**config.mk**
```make
export PLATFORM = sky130hd
export DESIGN_NAME = fcp_ctrl
export DESIGN_NICKNAME = d
export VERILOG_FILES = /design/src/fcp_pkg.sv /design/src/fcp_timer.sv /design/src/fcp_ctrl.sv
export VERILOG_INCLUDE_DIRS = /design/src /design/src/src
export SDC_FILE = /design/constraint.sdc
export NUM_CORES = 1
export LEC_CHECK = 0
export ABC_CLOCK_PERIOD_IN_PS = 5450
export BUFFER_PORTS_ARGS = -buffer_cell sky130_fd_sc_hd__buf_2
export CAP_MARGIN = 20
export CORE_MARGIN = 1.5
export CORE_UTILIZATION = 35
export CTS_CLUSTER_DIAMETER = 200
export DETAILED_ROUTE_END_ITERATION = 8
export PLACE_DENSITY = 0.58
export SYNTH_ARGS = -nofsm -noshare
export SYNTH_HDL_FRONTEND = slang
export SYNTH_SLANG_ARGS = --single-unit
```
**constraint.sdc**
```tcl
create_clock -name clk -period 5.45 [get_ports clk]
set_input_delay 1.09 -clock clk [delete_from_list [all_inputs] [get_ports clk]]
set_output_delay 1.09 -clock clk [all_outputs]
set_load 0.05 [all_outputs]
```
**src/fcp_regs.svh**
```systemverilog
// offsets, field positions, reset values and command codes of the flash sequencer
// assumes a 16-bit cpu address space with the control block in high-page space
`ifndef FCP_REGS_SVH
`define FCP_REGS_SVH

// ----------------------------------------------------------------
// control register addresses
// ----------------------------------------------------------------
`define FCP_ADDR_CLKDIV 16'h1820
`define FCP_ADDR_PROT 16'h1824
`define FCP_ADDR_STATUS 16'h1825
`define FCP_ADDR_CMD 16'h1826
`define FCP_ADDR_PROT_NV 16'hFFBD
`define FCP_ADDR_OPT_NV 16'hFFBF

// ----------------------------------------------------------------
// status, protection and option fields
// ----------------------------------------------------------------
`define FCP_ST_CBEF 7
`define FCP_ST_CCF 6
`define FCP_ST_PVIOL 5
`define FCP_ST_ACCERR 4
`define FCP_PROT_DIS 0
`define FCP_OPT_NORED 6

// ----------------------------------------------------------------
// command codes
// ----------------------------------------------------------------
`define FCP_CMD_BLANK 8'h05
`define FCP_CMD_BYTE 8'h20
`define FCP_CMD_BURST 8'h25
`define FCP_CMD_PAGE 8'h40
`define FCP_CMD_MASS 8'h41

// ----------------------------------------------------------------
// vectors, rows, reset values, timing in flash clock cycles
// ----------------------------------------------------------------
`define FCP_VEC_LO 16'hFFC0
`define FCP_VEC_HI 16'hFFFD
`define FCP_ROW_MSB 5
`define FCP_LOW_FILL 9'h1FF
`define FCP_TOP_ADDR 16'hFFFF
`define FCP_RST_BYTE 8'h00
`define FCP_CYC_BYTE 9
`define FCP_CYC_BURST 4
`define FCP_CYC_PAGE 4000
`define FCP_CYC_MASS 20000
`define FCP_CYC_BLANK 9

`endif

```
**src/fcp_pkg.sv**
```systemverilog
// types shared by the flash sequencer and its bench
// assumes fcp_regs.svh supplies the numbers
package fcp_pkg;

  typedef enum logic [1:0] {
    FCP_PH_IDLE = 2'b00,
    FCP_PH_ADDR = 2'b01,
    FCP_PH_CMD = 2'b10
  } fcp_phase_t;

  typedef enum logic [0:0] {
    FCP_EX_IDLE = 1'b0,
    FCP_EX_RUN = 1'b1
  } fcp_exst_t;

  typedef struct packed {
    logic [15:0] addr;
    logic [7:0] data;
    logic [7:0] code;
  } fcp_cmd_t;

endpackage : fcp_pkg

```
**src/fcp_timer.sv**
```systemverilog
// flash clock prescaler and pulse counter for one program or erase operation
// assumes start arrives only while idle or on the done cycle, and divider is stable while busy
module fcp_timer #(
  parameter int CW = 15
) (
  input wire logic clk,
  input wire logic rstN,
  input wire logic [6:0] div,
  input wire logic start,
  input wire logic [CW-1:0] count,
  input wire logic abort,
  output logic busy,
  output logic done
);

  if (CW < 2) begin : gChk
    $error("fcp_timer: counter width too small");
  end

  logic [6:0] pre_r, pre_nxt;
  logic [CW-1:0] rem_r, rem_nxt;
  logic tick;

  assign tick = (pre_r == div);
  assign busy = (rem_r != '0);
  assign done = busy && tick && (rem_r == CW'(1));

  always_comb begin
    pre_nxt = tick ? 7'h00 : pre_r + 7'h01;
    rem_nxt = rem_r;
    if (abort) begin
      rem_nxt = '0;
    end else if (start) begin
      rem_nxt = count;
      pre_nxt = 7'h00;
    end else if (busy && tick) begin
      rem_nxt = rem_r - CW'(1);
    end
    if (!busy && !start) begin
      pre_nxt = 7'h00;
    end
  end

  always_ff @(posedge clk or negedge rstN) begin
    if (!rstN) begin
      pre_r <= 7'h00;
      rem_r <= '0;
    end else begin
      pre_r <= pre_nxt;
      rem_r <= rem_nxt;
    end
  end

endmodule : fcp_timer

```
**src/fcp_ctrl.sv**
```systemverilog
// flash command sequencer: protocol checks, burst pump hold, protection, vector redirect
// assumes a cpu or background debug bus with one-cycle read and write strobes
// Notes on behaviour
// - pump stays on after a burst byte only if the next burst is queued
// - rows are 64 bytes, byte chosen by address bits 5..0
// - next address at a new row drops the pump and uses standard time
// - first burst byte takes standard time, later chained bytes burst time
// - nothing queued at completion switches the pump off
// - no command launches while access error is set; write 1 clears it
// - array write before the divider is written is an access error
// - array write while command buffer is not empty is an access error
// - second array write before launch is an access error
// - second command code write before launch is an access error
// - after array write, writing any control register but command is an error
// - command codes other than 05 20 25 40 41 are access errors
// - after command code, any control access but the launch write is an error
// - stop mode during program or erase aborts it and flags an error
// - secured debug may only blank check or mass erase
// - writing 0 to buffer empty cancels the partial command with an error
// - program and erase of the protected region are refused
// - protection loads from the nonvolatile byte; only debug may write it
// - last unprotected address is start bits with all lower bits one
// - protection is on only when the disable bit is 0
// - redirect only with no-redirect bit 0 and partial protection
// - vectors ffc0..fffd redirect; reset vector fffe never does
// - writing 1 to buffer empty launches the staged command and clears it
// - command complete rises when the launched command has finished
`include "fcp_regs.svh"

module fcp_ctrl #(
  parameter logic [15:0] FLASH_START = 16'h0870,
  parameter int CYC_BYTE = `FCP_CYC_BYTE,
  parameter int CYC_BURST = `FCP_CYC_BURST,
  parameter int CYC_PAGE = `FCP_CYC_PAGE,
  parameter int CYC_MASS = `FCP_CYC_MASS,
  parameter int CYC_BLANK = `FCP_CYC_BLANK
) (
  input wire logic clk,
  input wire logic rst_n,
  input wire logic [15:0] busAddr,
  input wire logic [7:0] busWrData,
  input wire logic busWr,
  input wire logic busRd,
  input wire logic busBdm,
  input wire logic secured,
  input wire logic stopMode,
  input wire logic [7:0] nvProtByte,
  input wire logic [7:0] nvOptByte,
  input wire logic vecFetch,
  output logic [7:0] rdData,
  output logic [15:0] fetchAddr,
  output logic pumpOn,
  output logic arrBusy,
  output fcp_pkg::fcp_cmd_t arrCmd
);

  if (CYC_MASS >= 32768 || CYC_BYTE < 1 || CYC_BURST < 1 || CYC_BLANK < 1 || CYC_PAGE < 1)
  begin : gChk
    $error("fcp_ctrl: operation counts outside 1..32767");
  end

  // ----------------------------------------------------------------
  // reset release
  // ----------------------------------------------------------------
  logic [1:0] rstSync_r;
  logic rstSyncN;

  always_ff @(posedge clk or negedge rst_n) begin
    if (!rst_n) begin
      rstSync_r <= 2'b00;
    end else begin
      rstSync_r <= {rstSync_r[0], 1'b1};
    end
  end
  assign rstSyncN = rstSync_r[1];

  // ----------------------------------------------------------------
  // decode
  // ----------------------------------------------------------------
  function automatic logic [2:0] regSel(input logic [15:0] a);
    unique case (a)
      `FCP_ADDR_CLKDIV: regSel = 3'd1;
      `FCP_ADDR_PROT: regSel = 3'd2;
      `FCP_ADDR_STATUS: regSel = 3'd3;
      `FCP_ADDR_CMD: regSel = 3'd4;
      default: regSel = 3'd0;
    endcase
  endfunction : regSel

  function automatic logic isChange(input logic [7:0] c);
    isChange = (c == `FCP_CMD_BYTE) || (c == `FCP_CMD_BURST) || (c == `FCP_CMD_PAGE);
  endfunction : isChange

  logic [2:0] sel;
  logic arrWr, ctlWr, ctlRd, cmdWr, statWr, validCode;
  assign sel = regSel(busAddr);
  assign arrWr = busWr && (sel == 3'd0) && (busAddr >= FLASH_START);
  assign ctlWr = busWr && (sel != 3'd0);
  assign ctlRd = busRd && (sel != 3'd0);
  assign cmdWr = busWr && (sel == 3'd4);
  assign statWr = busWr && (sel == 3'd3);
  assign validCode = (busWrData == `FCP_CMD_BLANK) || isChange(busWrData) ||
                     (busWrData == `FCP_CMD_MASS);

  // ----------------------------------------------------------------
  // registers, staging and error checks
  // ----------------------------------------------------------------
  fcp_pkg::fcp_phase_t phase_r, phase_nxt;
  fcp_pkg::fcp_cmd_t stage_r, stage_nxt, queue_r, queue_nxt;
  logic qValid_r, qValid_nxt, cbef_r, cbef_nxt, accErr_r, accErr_nxt;
  logic pViol_r, pViol_nxt, divDone_r, divDone_nxt, loaded_r, loaded_nxt;
  logic [6:0] div_r, div_nxt;
  logic [7:0] workProt_r, workProt_nxt, opt_r, opt_nxt, rdData_r, rdData_nxt;
  logic [15:0] fetch_r, fetch_nxt;
  logic errSet, launch, blocked, exTake, stopErr, protEn, redirOn, hitProt, ccf;
  logic [15:0] lastUnprot, protSize;

  assign blocked = accErr_r || pViol_r;
  assign protEn = !workProt_r[`FCP_PROT_DIS];
  assign lastUnprot = {workProt_r[7:1], `FCP_LOW_FILL};
  assign protSize = `FCP_TOP_ADDR - lastUnprot;
  assign redirOn = !opt_r[`FCP_OPT_NORED] && protEn && (lastUnprot >= FLASH_START);
  // mass erase touches the whole array, so any protection refuses it
  assign hitProt = protEn && isChange(stage_r.code) ? (stage_r.addr > lastUnprot) :
                   protEn && (stage_r.code == `FCP_CMD_MASS);

  always_comb begin
    phase_nxt = phase_r;
    stage_nxt = stage_r;
    queue_nxt = queue_r;
    qValid_nxt = qValid_r;
    cbef_nxt = cbef_r;
    div_nxt = div_r;
    divDone_nxt = divDone_r;
    workProt_nxt = workProt_r;
    opt_nxt = opt_r;
    loaded_nxt = 1'b1;
    errSet = stopErr;
    launch = 1'b0;
    pViol_nxt = pViol_r;
    if (!loaded_r) begin
      workProt_nxt = nvProtByte;
      opt_nxt = nvOptByte;
    end
    if (!blocked) begin
      if (arrWr) begin
        if (!divDone_r || !cbef_r || phase_r != fcp_pkg::FCP_PH_IDLE) begin
          errSet = 1'b1;
        end else begin
          stage_nxt.addr = busAddr;
          stage_nxt.data = busWrData;
          phase_nxt = fcp_pkg::FCP_PH_ADDR;
        end
      end
      if (ctlRd && phase_r == fcp_pkg::FCP_PH_CMD) begin
        errSet = 1'b1;
      end
      if (cmdWr) begin
        if (phase_r != fcp_pkg::FCP_PH_ADDR) begin
          errSet = 1'b1;
        end else if (!validCode) begin
          errSet = 1'b1;
        end else if (secured && busBdm && isChange(busWrData)) begin
          errSet = 1'b1;
        end else begin
          stage_nxt.code = busWrData;
          phase_nxt = fcp_pkg::FCP_PH_CMD;
        end
      end else if (ctlWr && phase_r == fcp_pkg::FCP_PH_ADDR) begin
        errSet = 1'b1;
      end else if (ctlWr && phase_r == fcp_pkg::FCP_PH_CMD) begin
        if (statWr && busWrData[`FCP_ST_CBEF]) begin
          launch = 1'b1;
        end else begin
          errSet = 1'b1;
        end
      end else if (ctlWr && sel == 3'd1 && !divDone_r) begin
        div_nxt = busWrData[6:0];
        divDone_nxt = 1'b1;
      end
    end
    if (ctlWr && sel == 3'd2 && busBdm && loaded_r) begin
      workProt_nxt = busWrData;
    end
    if (launch) begin
      phase_nxt = fcp_pkg::FCP_PH_IDLE;
      if (hitProt) begin
        pViol_nxt = 1'b1;
      end else begin
        queue_nxt = stage_r;
        qValid_nxt = 1'b1;
        cbef_nxt = 1'b0;
      end
    end
    if (exTake) begin
      qValid_nxt = 1'b0;
      cbef_nxt = 1'b1;
    end
    if (errSet) begin
      phase_nxt = fcp_pkg::FCP_PH_IDLE;
    end
    if (statWr && busWrData[`FCP_ST_PVIOL] && !launch) begin
      pViol_nxt = 1'b0;
    end
    // set beats clear when both land together
    accErr_nxt = errSet || (accErr_r && !(statWr && busWrData[`FCP_ST_ACCERR]));
    fetch_nxt = busAddr;
    if (vecFetch && redirOn && busAddr >= `FCP_VEC_LO && busAddr <= `FCP_VEC_HI) begin
      fetch_nxt = busAddr - protSize;
    end
    rdData_nxt = 8'h00;
    if (busRd) begin
      unique case (sel)
        3'd1: rdData_nxt = {divDone_r, div_r};
        3'd2: rdData_nxt = workProt_r;
        3'd3: rdData_nxt = {cbef_r, ccf, pViol_r, accErr_r, 4'h0};
        3'd4: rdData_nxt = 8'h00;
        default: rdData_nxt = 8'h00;
      endcase
    end
  end

  always_ff @(posedge clk or negedge rstSyncN) begin
    if (!rstSyncN) begin
      phase_r <= fcp_pkg::FCP_PH_IDLE;
      stage_r <= '0;
      queue_r <= '0;
      qValid_r <= 1'b0;
      cbef_r <= 1'b1;
      accErr_r <= 1'b0;
      pViol_r <= 1'b0;
      div_r <= 7'h00;
      divDone_r <= 1'b0;
      workProt_r <= `FCP_RST_BYTE;
      opt_r <= `FCP_RST_BYTE;
      loaded_r <= 1'b0;
      rdData_r <= 8'h00;
      fetch_r <= 16'h0000;
    end else begin
      phase_r <= phase_nxt;
      stage_r <= stage_nxt;
      queue_r <= queue_nxt;
      qValid_r <= qValid_nxt;
      cbef_r <= cbef_nxt;
      accErr_r <= accErr_nxt;
      pViol_r <= pViol_nxt;
      div_r <= div_nxt;
      divDone_r <= divDone_nxt;
      workProt_r <= workProt_nxt;
      opt_r <= opt_nxt;
      loaded_r <= loaded_nxt;
      rdData_r <= rdData_nxt;
      fetch_r <= fetch_nxt;
    end
  end

  // ----------------------------------------------------------------
  // executor and pump
  // ----------------------------------------------------------------
  fcp_pkg::fcp_exst_t ex_r, ex_nxt;
  fcp_pkg::fcp_cmd_t cur_r, cur_nxt;
  logic pump_r, pump_nxt, tmrStart, tmrDone, chain;
  logic [14:0] tmrCount;

  function automatic logic [14:0] cycFor(input logic [7:0] c, input logic fast);
    unique case (c)
      `FCP_CMD_BURST: cycFor = fast ? 15'(CYC_BURST) : 15'(CYC_BYTE);
      `FCP_CMD_BYTE: cycFor = 15'(CYC_BYTE);
      `FCP_CMD_PAGE: cycFor = 15'(CYC_PAGE);
      `FCP_CMD_MASS: cycFor = 15'(CYC_MASS);
      default: cycFor = 15'(CYC_BLANK);
    endcase
  endfunction : cycFor

  // chained only when queued before completion and next byte stays in the row
  assign chain = qValid_r && cur_r.code == `FCP_CMD_BURST && queue_r.code == `FCP_CMD_BURST &&
                 queue_r.addr == cur_r.addr + 16'h0001 &&
                 queue_r.addr[`FCP_ROW_MSB:0] != 6'h00;

  always_comb begin
    ex_nxt = ex_r;
    cur_nxt = cur_r;
    pump_nxt = pump_r;
    exTake = 1'b0;
    tmrStart = 1'b0;
    tmrCount = cycFor(queue_r.code, 1'b0);
    stopErr = 1'b0;
    unique case (ex_r)
      fcp_pkg::FCP_EX_IDLE: begin
        if (qValid_r && !stopMode) begin
          exTake = 1'b1;
          tmrStart = 1'b1;
          cur_nxt = queue_r;
          pump_nxt = queue_r.code != `FCP_CMD_BLANK;
          ex_nxt = fcp_pkg::FCP_EX_RUN;
        end
      end
      fcp_pkg::FCP_EX_RUN: begin
        if (stopMode) begin
          stopErr = 1'b1;
          pump_nxt = 1'b0;
          ex_nxt = fcp_pkg::FCP_EX_IDLE;
        end else if (tmrDone && chain) begin
          exTake = 1'b1;
          tmrStart = 1'b1;
          tmrCount = cycFor(queue_r.code, 1'b1);
          cur_nxt = queue_r;
        end else if (tmrDone) begin
          pump_nxt = 1'b0;
          ex_nxt = fcp_pkg::FCP_EX_IDLE;
        end
      end
    endcase
  end

  always_ff @(posedge clk or negedge rstSyncN) begin
    if (!rstSyncN) begin
      ex_r <= fcp_pkg::FCP_EX_IDLE;
      cur_r <= '0;
      pump_r <= 1'b0;
    end else begin
      ex_r <= ex_nxt;
      cur_r <= cur_nxt;
      pump_r <= pump_nxt;
    end
  end

  fcp_timer #(.CW(15)) uTimer (
    .clk(clk),
    .rstN(rstSyncN),
    .div(div_r),
    .start(tmrStart),
    .count(tmrCount),
    .abort(stopErr),
    .busy(),
    .done(tmrDone)
  );

  assign ccf = !qValid_r && ex_r == fcp_pkg::FCP_EX_IDLE;
  assign rdData = rdData_r;
  assign fetchAddr = fetch_r;
  assign pumpOn = pump_r;
  assign arrBusy = ex_r == fcp_pkg::FCP_EX_RUN;
  assign arrCmd = cur_r;
endmodule : fcp_ctrl

```
==> results.sh, run 1 <==
export IMPL_outcome="finished clean"
export IMPL_min_period_ps=3607
export IMPL_drv_slew=0
export IMPL_tns_ps=0
export IMPL_ys_async_sr_fraction_pct=100.0
export IMPL_numPortBuffers=98
export IMPL_cts_made_buffers=17
export IMPL_synth_top_area_share_pct=51.41
export IMPL_first_pass_iters=4
export IMPL_std_cell_rows=55
export IMPL_ctsRootBufferMaster="clkbuf_16"
export IMPL_worstSetupStartpointType="input port"
export IMPL_seq_area_frac_synth_pct=51.73
export IMPL_clk_latency_ps=440
export IMPL_skew_ps=21.72
export IMPL_placed_area_sq_um=9069
export IMPL_worst_slew_pin_slew_ps=871.7
export IMPL_htreeDepth=4
export IMPL_cp_num_buf_inv=1
export IMPL_ys_ff_latch=170
export IMPL_place_congestion=0.7827
export IMPL_antenna_found_initial=0
export IMPL_cts_tree="yes"
export IMPL_cts_hold_buffers=0
export IMPL_syn_cell_area_sq_um=8227
export IMPL_postLayoutCoreUtil_pct=42.19
export IMPL_drtIter0Drc=276
export IMPL_synth_area_leaders="dfrtp_1, mux2_2, mux2_1, ha_1, nor2_1"
export IMPL_powerDensity_nw_per_um2=313.1
export IMPL_path_clk_slew_ps=80
export IMPL_die_h_microns=156.3
export IMPL_worst_path_dominant_cell_family="simple AND/OR/NAND/NOR gates"
export IMPL_start_util_pct=36.01
export IMPL_dp_hpwl_microns=13990
export IMPL_synth_top_cell_by_area="dfrtp_1"
export IMPL_fmax_mhz=277.2
export IMPL_power_total_w=0.003018
export IMPL_leakage_nw=4.809
export IMPL_nNetsFinal=889
export IMPL_cp_slowest_cell="or4_1"
export IMPL_syn_area_per_cell_sq_um=11.44
export IMPL_crit_path_end_kind="register"
export IMPL_synth_most_common_cell="dfrtp_1"
export IMPL_drcViolationCount=0
export IMPL_setup_viol=0
export IMPL_ios=106
export IMPL_antenna_left=0
export IMPL_dieArea_sq_um=24430
export IMPL_post_route_period_util_pct=66.19
export IMPL_grt_pass1_vias=5754
export IMPL_crit_fanout=39
export IMPL_setup_worst_path_class="in2reg"
export IMPL_max_slew_margin_rel_pct=41.89
export IMPL_rsz0062_at_grt="false"
export IMPL_synth_common_cells="dfrtp_1, mux2_2, nor2_1"
export IMPL_finalHoldViolCount=0
export IMPL_grt_max_degree=152
export IMPL_avgViaCountPerCell=5.089
export IMPL_worstPathArrival_ps=3920
export IMPL_min_path_type="reg2async"
export IMPL_drv_cap=0
export IMPL_post_cts_resize_count=0
export IMPL_crit_required_ps=5760
export IMPL_cts_sinks=170
export IMPL_yosys_warnings=0
export IMPL_ys_flop_type="dfrtp_1"
export IMPL_grt_pass1_wl_microns=31730
export IMPL_die_w_microns=156.3
export IMPL_peakVddDrop_mv=0.2110
export IMPL_cts_setup_buffers=0
export IMPL_drive_gt1_share_pct=23.83
export IMPL_path_cells="buf_2, nand2b_1, or4_1, nor4b_2, o311ai_1, or4_1, and2_4, mux2_1"
export IMPL_slowest_delay_ps=670
export IMPL_cts_max_path_buffers=2
export IMPL_wl_per_cell_microns=17.02
export IMPL_path_common_cell="or4_1"
export IMPL_antenna_cells=0
export IMPL_synth_distinct_cells=68
export IMPL_finalInstanceArea_sq_um=9638
export IMPL_wl_microns=19470
export IMPL_synth_edf_count=0
export IMPL_area_delta_synth_final_pct=17.16
export IMPL_grt_overflow_total=0
export IMPL_via_count=5822
export IMPL_synth_cells=719
export IMPL_core_sq_um=22850
export IMPL_grt_usage_pct=16.86
where the power goes:
part / internal (W) / switching [W]
combinational: 0.000168 / 0.000256
clock: 0.000611 / 0.000567
sequential: 0.00133 / 0.0000846
final timing paths:
check | startpoint | end | slack (ps) | depth (start not counted)
min reg2reg | rstSync_r[1] | arrCmd[12] | 200 | 0
max | stopMode | arrCmd[21] | 1840 | 8
max in group asynchronous | rstSync_r[1] | arrCmd[14] | 4160 | 1
min in group clk | rstSync_r[0] | rstSync_r[1] | 360 | 0
min | rstSync_r[1] | arrCmd[12] | 200 | 0
max reg2reg | queue_r[3] | arrCmd[21] | 2170 | 7
cells by family (layout without fill, tap and decap cells):
| family | after synthesis | in the layout | synth area share [%] |
|---|---|---|---|
| compound gates | 90 | 90 | 7.255 |
| xor+xnor | 42 | 42 | 4.471 |
| fa+ha+maj | 23 | 23 | 3.589 |
| buf+inv | 44 | 155 | 2.221 |
| flops | 170 | 170 | 51.73 |
| mux | 112 | 112 | 15.21 |
| other cells | 1 | 2 | 0.04558 |
| simple gates | 237 | 237 | 15.48 |
layer usage:
metal	routed length [microns]	track usage (%)	share of wire, %	up-vias
li1	-	-	-	2813
met1	9732	24.40	50	2879
met2	8729	25.10	45	115
met3	749	3.655	3.8	15
met4	260	5.306	1.3	0
met5	0	0	0	-
metrics by stage:
stage	setup WS (ps)	hold WS, ps	cells
floorplan	364.1	331.2	720
global placement	1434	206.1	1112
detailed placement	1397	204.8	1112
CTS	1861	212.6	1144
global route	1681	232.1	1144
finish	1843	197.4	1144
cells in the final DEF, fill, tap and decap left out, drive strengths merged, types with 12 or more instances in the layout:
| master | netlist | final |
|---|---|---|
| xor2 | 20 | 20 |
| xnor2 | 22 | 22 |
| inv | 21 | 33 |
| buf | 7 | 102 |
| nor4 | 14 | 14 |
| mux2 | 95 | 95 |
| nor2 | 52 | 52 |
| nand4 | 16 | 16 |
| o21ai | 12 | 12 |
| nand3 | 19 | 19 |
| dfrtp | 169 | 169 |
| a21oi | 22 | 22 |
| ha | 22 | 22 |
| nand2 | 46 | 46 |
| clkbuf | 16 | 17 |
| nor3 | 18 | 18 |
| mux2i | 17 | 17 |
registers in the layout, summed over array words and instances, names as in the netlist:
signal	cells
accErr_r	1
qValid_r	1
phase_r	2
cbef_r	1
rstSync_r	2
div_r	7
fetchAddr	16
divDone_r	1
pumpOn	1
pViol_r	1
uTimer.rem_r	15
stage_r	32
workProt_r	8
rdData	8
loaded_r	1
arrCmd	32
uTimer.pre_r	7
opt_r	1
queue_r	32
arrBusy	1
final cells by class:
type	count	area (sq um)
Fill cell	2268	13210
Sequential cell	170	4259
Multi-Input combinational cell	506	3806
Timing Repair Buffer	102	533.0
Clock buffer	17	425.4
Tap cell	313	391.6
Clock inverter	15	143.9
Inverter	21	78.83
Power figures use the tool's default switching activity.
==> run 2, diff against run 1 <==
--- a/config.mk
+++ b/config.mk
@@ -6,14 +6,15 @@
 export SDC_FILE = /design/constraint.sdc
 export NUM_CORES = 1
 export LEC_CHECK = 0
-export ABC_CLOCK_PERIOD_IN_PS = 5450
+export ABC_AREA = 1
+export ABC_CLOCK_PERIOD_IN_PS = 3020
 export BUFFER_PORTS_ARGS = -buffer_cell sky130_fd_sc_hd__buf_2
 export CAP_MARGIN = 20
 export CORE_MARGIN = 1.5
 export CORE_UTILIZATION = 35
 export CTS_CLUSTER_DIAMETER = 200
 export DETAILED_ROUTE_END_ITERATION = 8
-export PLACE_DENSITY = 0.58
+export PLACE_DENSITY = 0.57
 export SYNTH_ARGS = -nofsm -noshare
 export SYNTH_HDL_FRONTEND = slang
 export SYNTH_SLANG_ARGS = --single-unit
==> constraint.sdc (replaced) <==
create_clock -name clk -period 3.02 [get_ports clk]
set_input_delay 0.604 -clock clk [delete_from_list [all_inputs] [get_ports clk]]
set_output_delay 0.604 -clock clk [all_outputs]
set_load 0.05 [all_outputs]
==> results.sh, run 2 <==
export IMPL_synth_compound_area_share_pct=9.445
export IMPL_dp_hpwl_microns=16350
export IMPL_grt_pass1_vias=6831
export IMPL_via_count=7252
export IMPL_clk_latency_ps=430
export IMPL_setup_worst_path_class="reg2reg"
export IMPL_cts_setup_buffers=0
export IMPL_min_period_ps=2598
export IMPL_syn_cell_area_sq_um=8822
export IMPL_layout_cells_non_filler=1545
export IMPL_worstSetupStartpointType="register"
export IMPL_tns_ps=0
export IMPL_synth_common_cells="nand2_1, dfrtp_1, inv_1"
export IMPL_avgViaCountPerCell=4.694
export IMPL_layout_commonest_cell="nand2_1"
export IMPL_finalInstanceArea_sq_um=10310
export IMPL_die_h_microns=161.8
export IMPL_cts_made_buffers=17
export IMPL_nNetsFinal=1279
export IMPL_path_clk_slew_ps=70
export IMPL_yosys_warnings=0
export IMPL_slowest_delay_ps=460
export IMPL_synth_distinct_cells=48
export IMPL_ys_ff_latch=170
export IMPL_ys_async_sr_fraction_pct=100.0
export IMPL_synth_top_cell_by_area="dfrtp_1"
export IMPL_synth_xor_area_share_pct=3.078
export IMPL_power_total_w=0.006541
export IMPL_skew_ps=8.986
export IMPL_worstPathArrival_ps=2960
export IMPL_seq_area_frac_synth_pct=48.23
export IMPL_grt_max_degree=99
export IMPL_finalHoldViolCount=0
export IMPL_peakVddDrop_mv=0.3557
export IMPL_placed_area_sq_um=9693
export IMPL_crit_fanout=23
export IMPL_place_congestion=0.8956
export IMPL_numPortBuffers=98
export IMPL_wl_per_cell_microns=14.30
export IMPL_cts_max_path_buffers=2
export IMPL_outcome="finished clean"
export IMPL_worst_slew_pin_slew_ps=547.9
export IMPL_synth_fa_ha_area_share_pct=3.347
export IMPL_crit_path_end_kind="register"
export IMPL_rsz0062_at_grt="false"
export IMPL_path_cells="ha_1, nand3_1, nor2_1, nand3_1, nand2_1, nand2_1, nand2_1, inv_1, nand2_1, nor2_2, nand3_2, nand2_2, inv_2, o211ai_2, nor2_1"
export IMPL_std_cell_rows=57
export IMPL_synthSimpleGateAreaFrac_pct=26.88
export IMPL_start_util_pct=35.96
export IMPL_ctsRootBufferMaster="clkbuf_16"
export IMPL_synth_top_area_share_pct=47.94
export IMPL_ys_flop_type="dfrtp_1"
export IMPL_reg2reg_slack_ps=420
export IMPL_syn_area_per_cell_sq_um=8.013
export IMPL_htreeDepth=4
export IMPL_synthMuxAreaShare_pct=0
export IMPL_grt_usage_pct=17.70
export IMPL_dieArea_sq_um=26170
export IMPL_drive_gt1_share_pct=15.48
export IMPL_max_slew_margin_rel_pct=63.47
export IMPL_synth_edf_count=0
export IMPL_drv_slew=0
export IMPL_leakage_nw=5.264
export IMPL_final_cell_mix="nand2_1, dfrtp_1, inv_1, buf_2, nor2_1"
export IMPL_synth_top_family_by_area="simple AND/OR/NAND/NOR gates"
export IMPL_powerDensity_nw_per_um2=634.6
export IMPL_grt_pass1_wl_microns=36490
export IMPL_antenna_cells=0
export IMPL_antenna_left=0
export IMPL_crit_required_ps=3380
export IMPL_cts_sinks=170
export IMPL_cp_slowest_cell="dfrtp_1"
export IMPL_post_route_period_util_pct=86.03
export IMPL_drtIter0Drc=571
export IMPL_core_sq_um=24530
export IMPL_area_delta_synth_final_pct=16.83
export IMPL_dp_cells=1512
export IMPL_cp_startpoint="arrCmd[16]"
export IMPL_r2r_start="arrCmd[16]"
export IMPL_setup_viol=0
export IMPL_min_path_type="in2reg"
export IMPL_fin_hold_ws_ps=327.1
export IMPL_first_pass_iters=5
export IMPL_fmax_mhz=384.9
export IMPL_path_common_cell="nand2_1"
export IMPL_synth_area_leaders="dfrtp_1, nand2_1, inv_1, nand3_1, nor2_1"
export IMPL_grt_overflow_total=0
export IMPL_wl_microns=22090
export IMPL_synth_most_common_cell="nand2_1"
export IMPL_drcViolationCount=0
export IMPL_drv_cap=0
export IMPL_cts_tree="yes"
export IMPL_post_cts_resize_count=0
export IMPL_ios=106
export IMPL_hold_start="busAddr[8]"
export IMPL_antenna_found_initial=0
export IMPL_die_w_microns=161.8
export IMPL_synth_cells=1101
-- run 2: changes by cell type in the layout (fill, tap and decap cells not counted), sizes merged, moves of 48 or more --
cell and delta:
inv +131, mux2 -95, nand2 +271, nand3 +58, o21ai +88, nor2 +48
-- run 2: worst paths after layout --
check / to / cells past startpoint
max: uTimer.pre_r[6] / 15
min: fetchAddr[8] / 1
max reg2reg: uTimer.pre_r[6] / 15
min reg2reg: fetchAddr[12] / 1
max in group asynchronous: arrCmd[19] / 1
min in group asynchronous: fetchAddr[12] / 1
-- run 2: layout make-up --
| class | instances | area [sq um] |
|---|---|---|
| clock inverters | 14 | 165.2 |
| inverters | 162 | 613.1 |
| fillers | 2514 | 14230 |
| well taps | 324 | 405.4 |
| repair buffers | 111 | 640.6 |
| multi-input cells | 746 | 3785 |
| clock buffers | 18 | 439.2 |
| flip-flops and latches | 170 | 4259 |
-- run 2: where the power goes --
| group | internal [W] | switching (W) |
|---|---|---|
| clock | 0.00126 | 0.000997 |
| sequential | 0.00260 | 0.000217 |
| combinational | 0.000495 | 0.000966 |
-- run 2: cell families after synthesis --
group / Yosys count
compound gates: 140
xor+xnor: 31
fa+ha+maj: 23
buf+inv: 186
flops: 170
other cells: 1
simple gates: 550
-- run 2: worst max-delay path, delay by kind of cell, from the launching register on --
| family | cells | cell delay (ps) |
|---|---|---|
| AND/OR/NAND/NOR | 11 | 1130 |
| flip-flops | 1 | 460 |
| buffers and inverters | 2 | 420 |
| AO/OA/AOI/OAI | 1 | 270 |
| adder cells (fa/ha/maj) | 1 | 230 |
-- run 2: timing repair --
action                     CTS  global route
hold endpoints to repair     2             0
setup endpoints to repair    0             0
hold buffers                 1             0
-- run 2: stage by stage --
stage / worst slack [ps] / util (%)
after CTS: 395.8 / 42.01
final: 421.8 / 42.01
after global placement: 449.2 / 39.51
after floorplan: 210.5 / -
after global routing: 106.2 / 42.01
after detailed placement: 415.2 / 39.51
-- run 2: routing by layer --
metal / GRT usage, % / wire, microns / vias up
li1: - / - / 3726
met1: 27.36 / 11740 / 3328
met2: 25.01 / 9008 / 174
met3: 2.835 / 938 / 24
met4: 5.588 / 404 / 0
met5: 0 / 0 / -
==> run 3, diff against run 2 <==
--- a/config.mk
+++ b/config.mk
@@ -6,7 +6,6 @@
 export SDC_FILE = /design/constraint.sdc
 export NUM_CORES = 1
 export LEC_CHECK = 0
-export ABC_AREA = 1
 export ABC_CLOCK_PERIOD_IN_PS = 3020
 export BUFFER_PORTS_ARGS = -buffer_cell sky130_fd_sc_hd__buf_2
 export CAP_MARGIN = 20
@@ -14,7 +13,7 @@
 export CORE_UTILIZATION = 35
 export CTS_CLUSTER_DIAMETER = 200
 export DETAILED_ROUTE_END_ITERATION = 8
-export PLACE_DENSITY = 0.57
+export PLACE_DENSITY = 0.58
 export SYNTH_ARGS = -nofsm -noshare
 export SYNTH_HDL_FRONTEND = slang
 export SYNTH_SLANG_ARGS = --single-unit
==> results.sh, run 3 (synthesis gave the netlist of run 1 again) <==
export IMPL_outcome="finished clean"
export IMPL_finalHoldViolCount=0
export IMPL_crit_path_end_kind="register"
export IMPL_p_switching_w=0.001551
export IMPL_std_cell_rows=55
export IMPL_setup_worst_path_class="reg2reg"
export IMPL_combPwrFrac_pct=14.8
export IMPL_grt_overflow_total=0
export IMPL_worstSetupStartpointType="register"
export IMPL_setup_viol=0
export IMPL_fillerInstances=2228
export IMPL_finalWorstSetupSlack_ps=92.44
export IMPL_seqPwrFrac_pct=44.6
export IMPL_core_sq_um=22850
export IMPL_grt_pass1_vias=5897
export IMPL_avgViaCountPerCell=5.061
export IMPL_fin_hold_ws_ps=333.1
export IMPL_clk_latency_ps=430
export IMPL_crit_required_ps=3330
export IMPL_drv_slew=0
export IMPL_grt_usage_pct=17.88
export IMPL_fmax_mhz=341.6
export IMPL_powerDensity_nw_per_um2=568.8
export IMPL_die_h_microns=156.3
export IMPL_grt_max_degree=50
export IMPL_first_pass_iters=5
export IMPL_layout_cells_non_filler=1184
export IMPL_p_clk_share_pct=40.5
export IMPL_layout_commonest_cell="dfrtp_1"
export IMPL_min_period_ps=2928
export IMPL_numPortBuffers=98
export IMPL_ctsRootBufferMaster="clkbuf_16"
export IMPL_antenna_found_initial=1
export IMPL_cts_tree="yes"
export IMPL_cts_made_buffers=17
export IMPL_antenna_left=0
export IMPL_die_w_microns=156.3
export IMPL_place_congestion=0.8162
export IMPL_drtIter0Drc=355
export IMPL_antenna_cells=0
export IMPL_wl_microns=20610
export IMPL_dp_hpwl_microns=14750
export IMPL_min_path_type="in2reg"
export IMPL_path_clk_slew_ps=70
export IMPL_grt_pass1_wl_microns=33310
export IMPL_leakage_nw=5.031
export IMPL_switching_share_pct=27.19
export IMPL_intPower_w=0.004154
export IMPL_cts_max_path_buffers=2
export IMPL_worst_slew_pin_slew_ps=667.1
export IMPL_post_route_period_util_pct=96.94
export IMPL_wl_per_cell_microns=17.41
export IMPL_skew_ps=10.03
export IMPL_start_util_pct=36.01
export IMPL_max_slew_margin_rel_pct=55.53
export IMPL_area_delta_synth_final_pct=21.95
export IMPL_drive_gt1_share_pct=27.21
export IMPL_final_cell_mix="dfrtp_1, buf_2, mux2_2, nor2_1, nand2_1"
export IMPL_crit_fanout=8
export IMPL_drcViolationCount=0
export IMPL_rsz0062_at_grt="false"
export IMPL_postLayoutCoreUtil_pct=43.91
export IMPL_cts_sinks=170
export IMPL_pre_cts_ws_ps=-125.8
export IMPL_drv_cap=0
export IMPL_peakVddDrop_mv=0.4000
export IMPL_placed_area_sq_um=9340
export IMPL_via_count=5992
export IMPL_ios=106
export IMPL_dieArea_sq_um=24430
export IMPL_nNetsFinal=929
export IMPL_worstPathArrival_ps=3240
export IMPL_htreeDepth=4
export IMPL_dp_cells=1146
export IMPL_finalInstanceArea_sq_um=10030
run 3: changes by cell type in the layout (fill, tap and decap cells not counted), moves of 10 or more:
| cell | previous run | this run |
|---|---|---|
| and3_1 | 0 | 10 |
| o21ai_1 | 33 | 1 |
| nor2_1 | 90 | 52 |
| mux2i_1 | 0 | 17 |
| inv_1 | 157 | 21 |
| o21ai_0 | 52 | 11 |
| xnor2_1 | 10 | 22 |
| buf_4 | 8 | 38 |
| mux2_1 | 0 | 39 |
| nand3_1 | 74 | 19 |
| mux2_2 | 0 | 53 |
| nand2_1 | 313 | 46 |
| o21ai_2 | 14 | 0 |
run 3: what timing repair did:
action,4_1_cts,5_1_grt
pin swaps,1,3
endpoints found under the hold margin,2,0
setup buffers,0,2
gates cloned,3,0
hold buffers,1,0
resized for setup,4,2
setup endpoints to repair,38,45
run 3: final cells by class:
class	instances	area, sq um	share of cell area [%]
clock buffers	21	450.4	4.490
clock inverters	11	170.2	1.696
inverters	21	78.83	0.7857
flip-flops and latches	170	4259	42.45
repair buffers	139	825.8	8.231
multi-input cells	509	3856	38.44
well taps	313	391.6	3.904
run 3: per-layer routing:
metal  vias to the layer above  GRT usage [%]  share of wire [%]
met5                         -              0                  0
met4                         0          5.034                1.2
met3                        15          3.545                3.7
met2                       113          26.73                 45
met1                      2963          26.22                 51
li1                       2901              -                  -
run 3: metrics by stage:
step           power [W]  TNS, ps
4_1_cts         0.005765        0
5_1_grt         0.005977        0
3_3_place_gp    0.003412    -2005
2_1_floorplan   0.003136   -102.1
3_5_place_dp    0.003419    -3652
6_report        0.005706        0
run 3: path summary, 6_finish.rpt:
| kind | slack (ps) | from | cells past startpoint | endpoint |
|---|---|---|---|---|
| min in group asynchronous | 360 | rstSync_r[1] | 0 | div_r[1] |
| max in group asynchronous | 1790 | rstSync_r[1] | 1 | queue_r[26] |
| worst max register to register | 90 | queue_r[3] | 7 | arrCmd[17] |
| worst max-delay path | 90 | queue_r[3] | 7 | arrCmd[17] |
| worst min-delay path | 330 | busAddr[7] | 1 | fetchAddr[7] |
| worst min register to register | 350 | rstSync_r[0] | 0 | rstSync_r[1] |
run 3: worst max-delay path, stage by stage (launching register included):
cell and delay (ps):
dfrtp_1 380, or3_1 390, or4_4 530, nor4b_4 290, o311ai_2 160, or4_4 480
and2_4 260, mux2_1 320
run 3: power by group through the flow:
stage	Clock, W	Sequential (W)	Combinational (W)
floorplan	0	0.00264	0.000496
global placement	0	0.00259	0.000823
detailed placement	0	0.00259	0.000832
CTS	0.00237	0.00255	0.000850
global route	0.00247	0.00257	0.000947
finish	0.00231	0.00255	0.000847
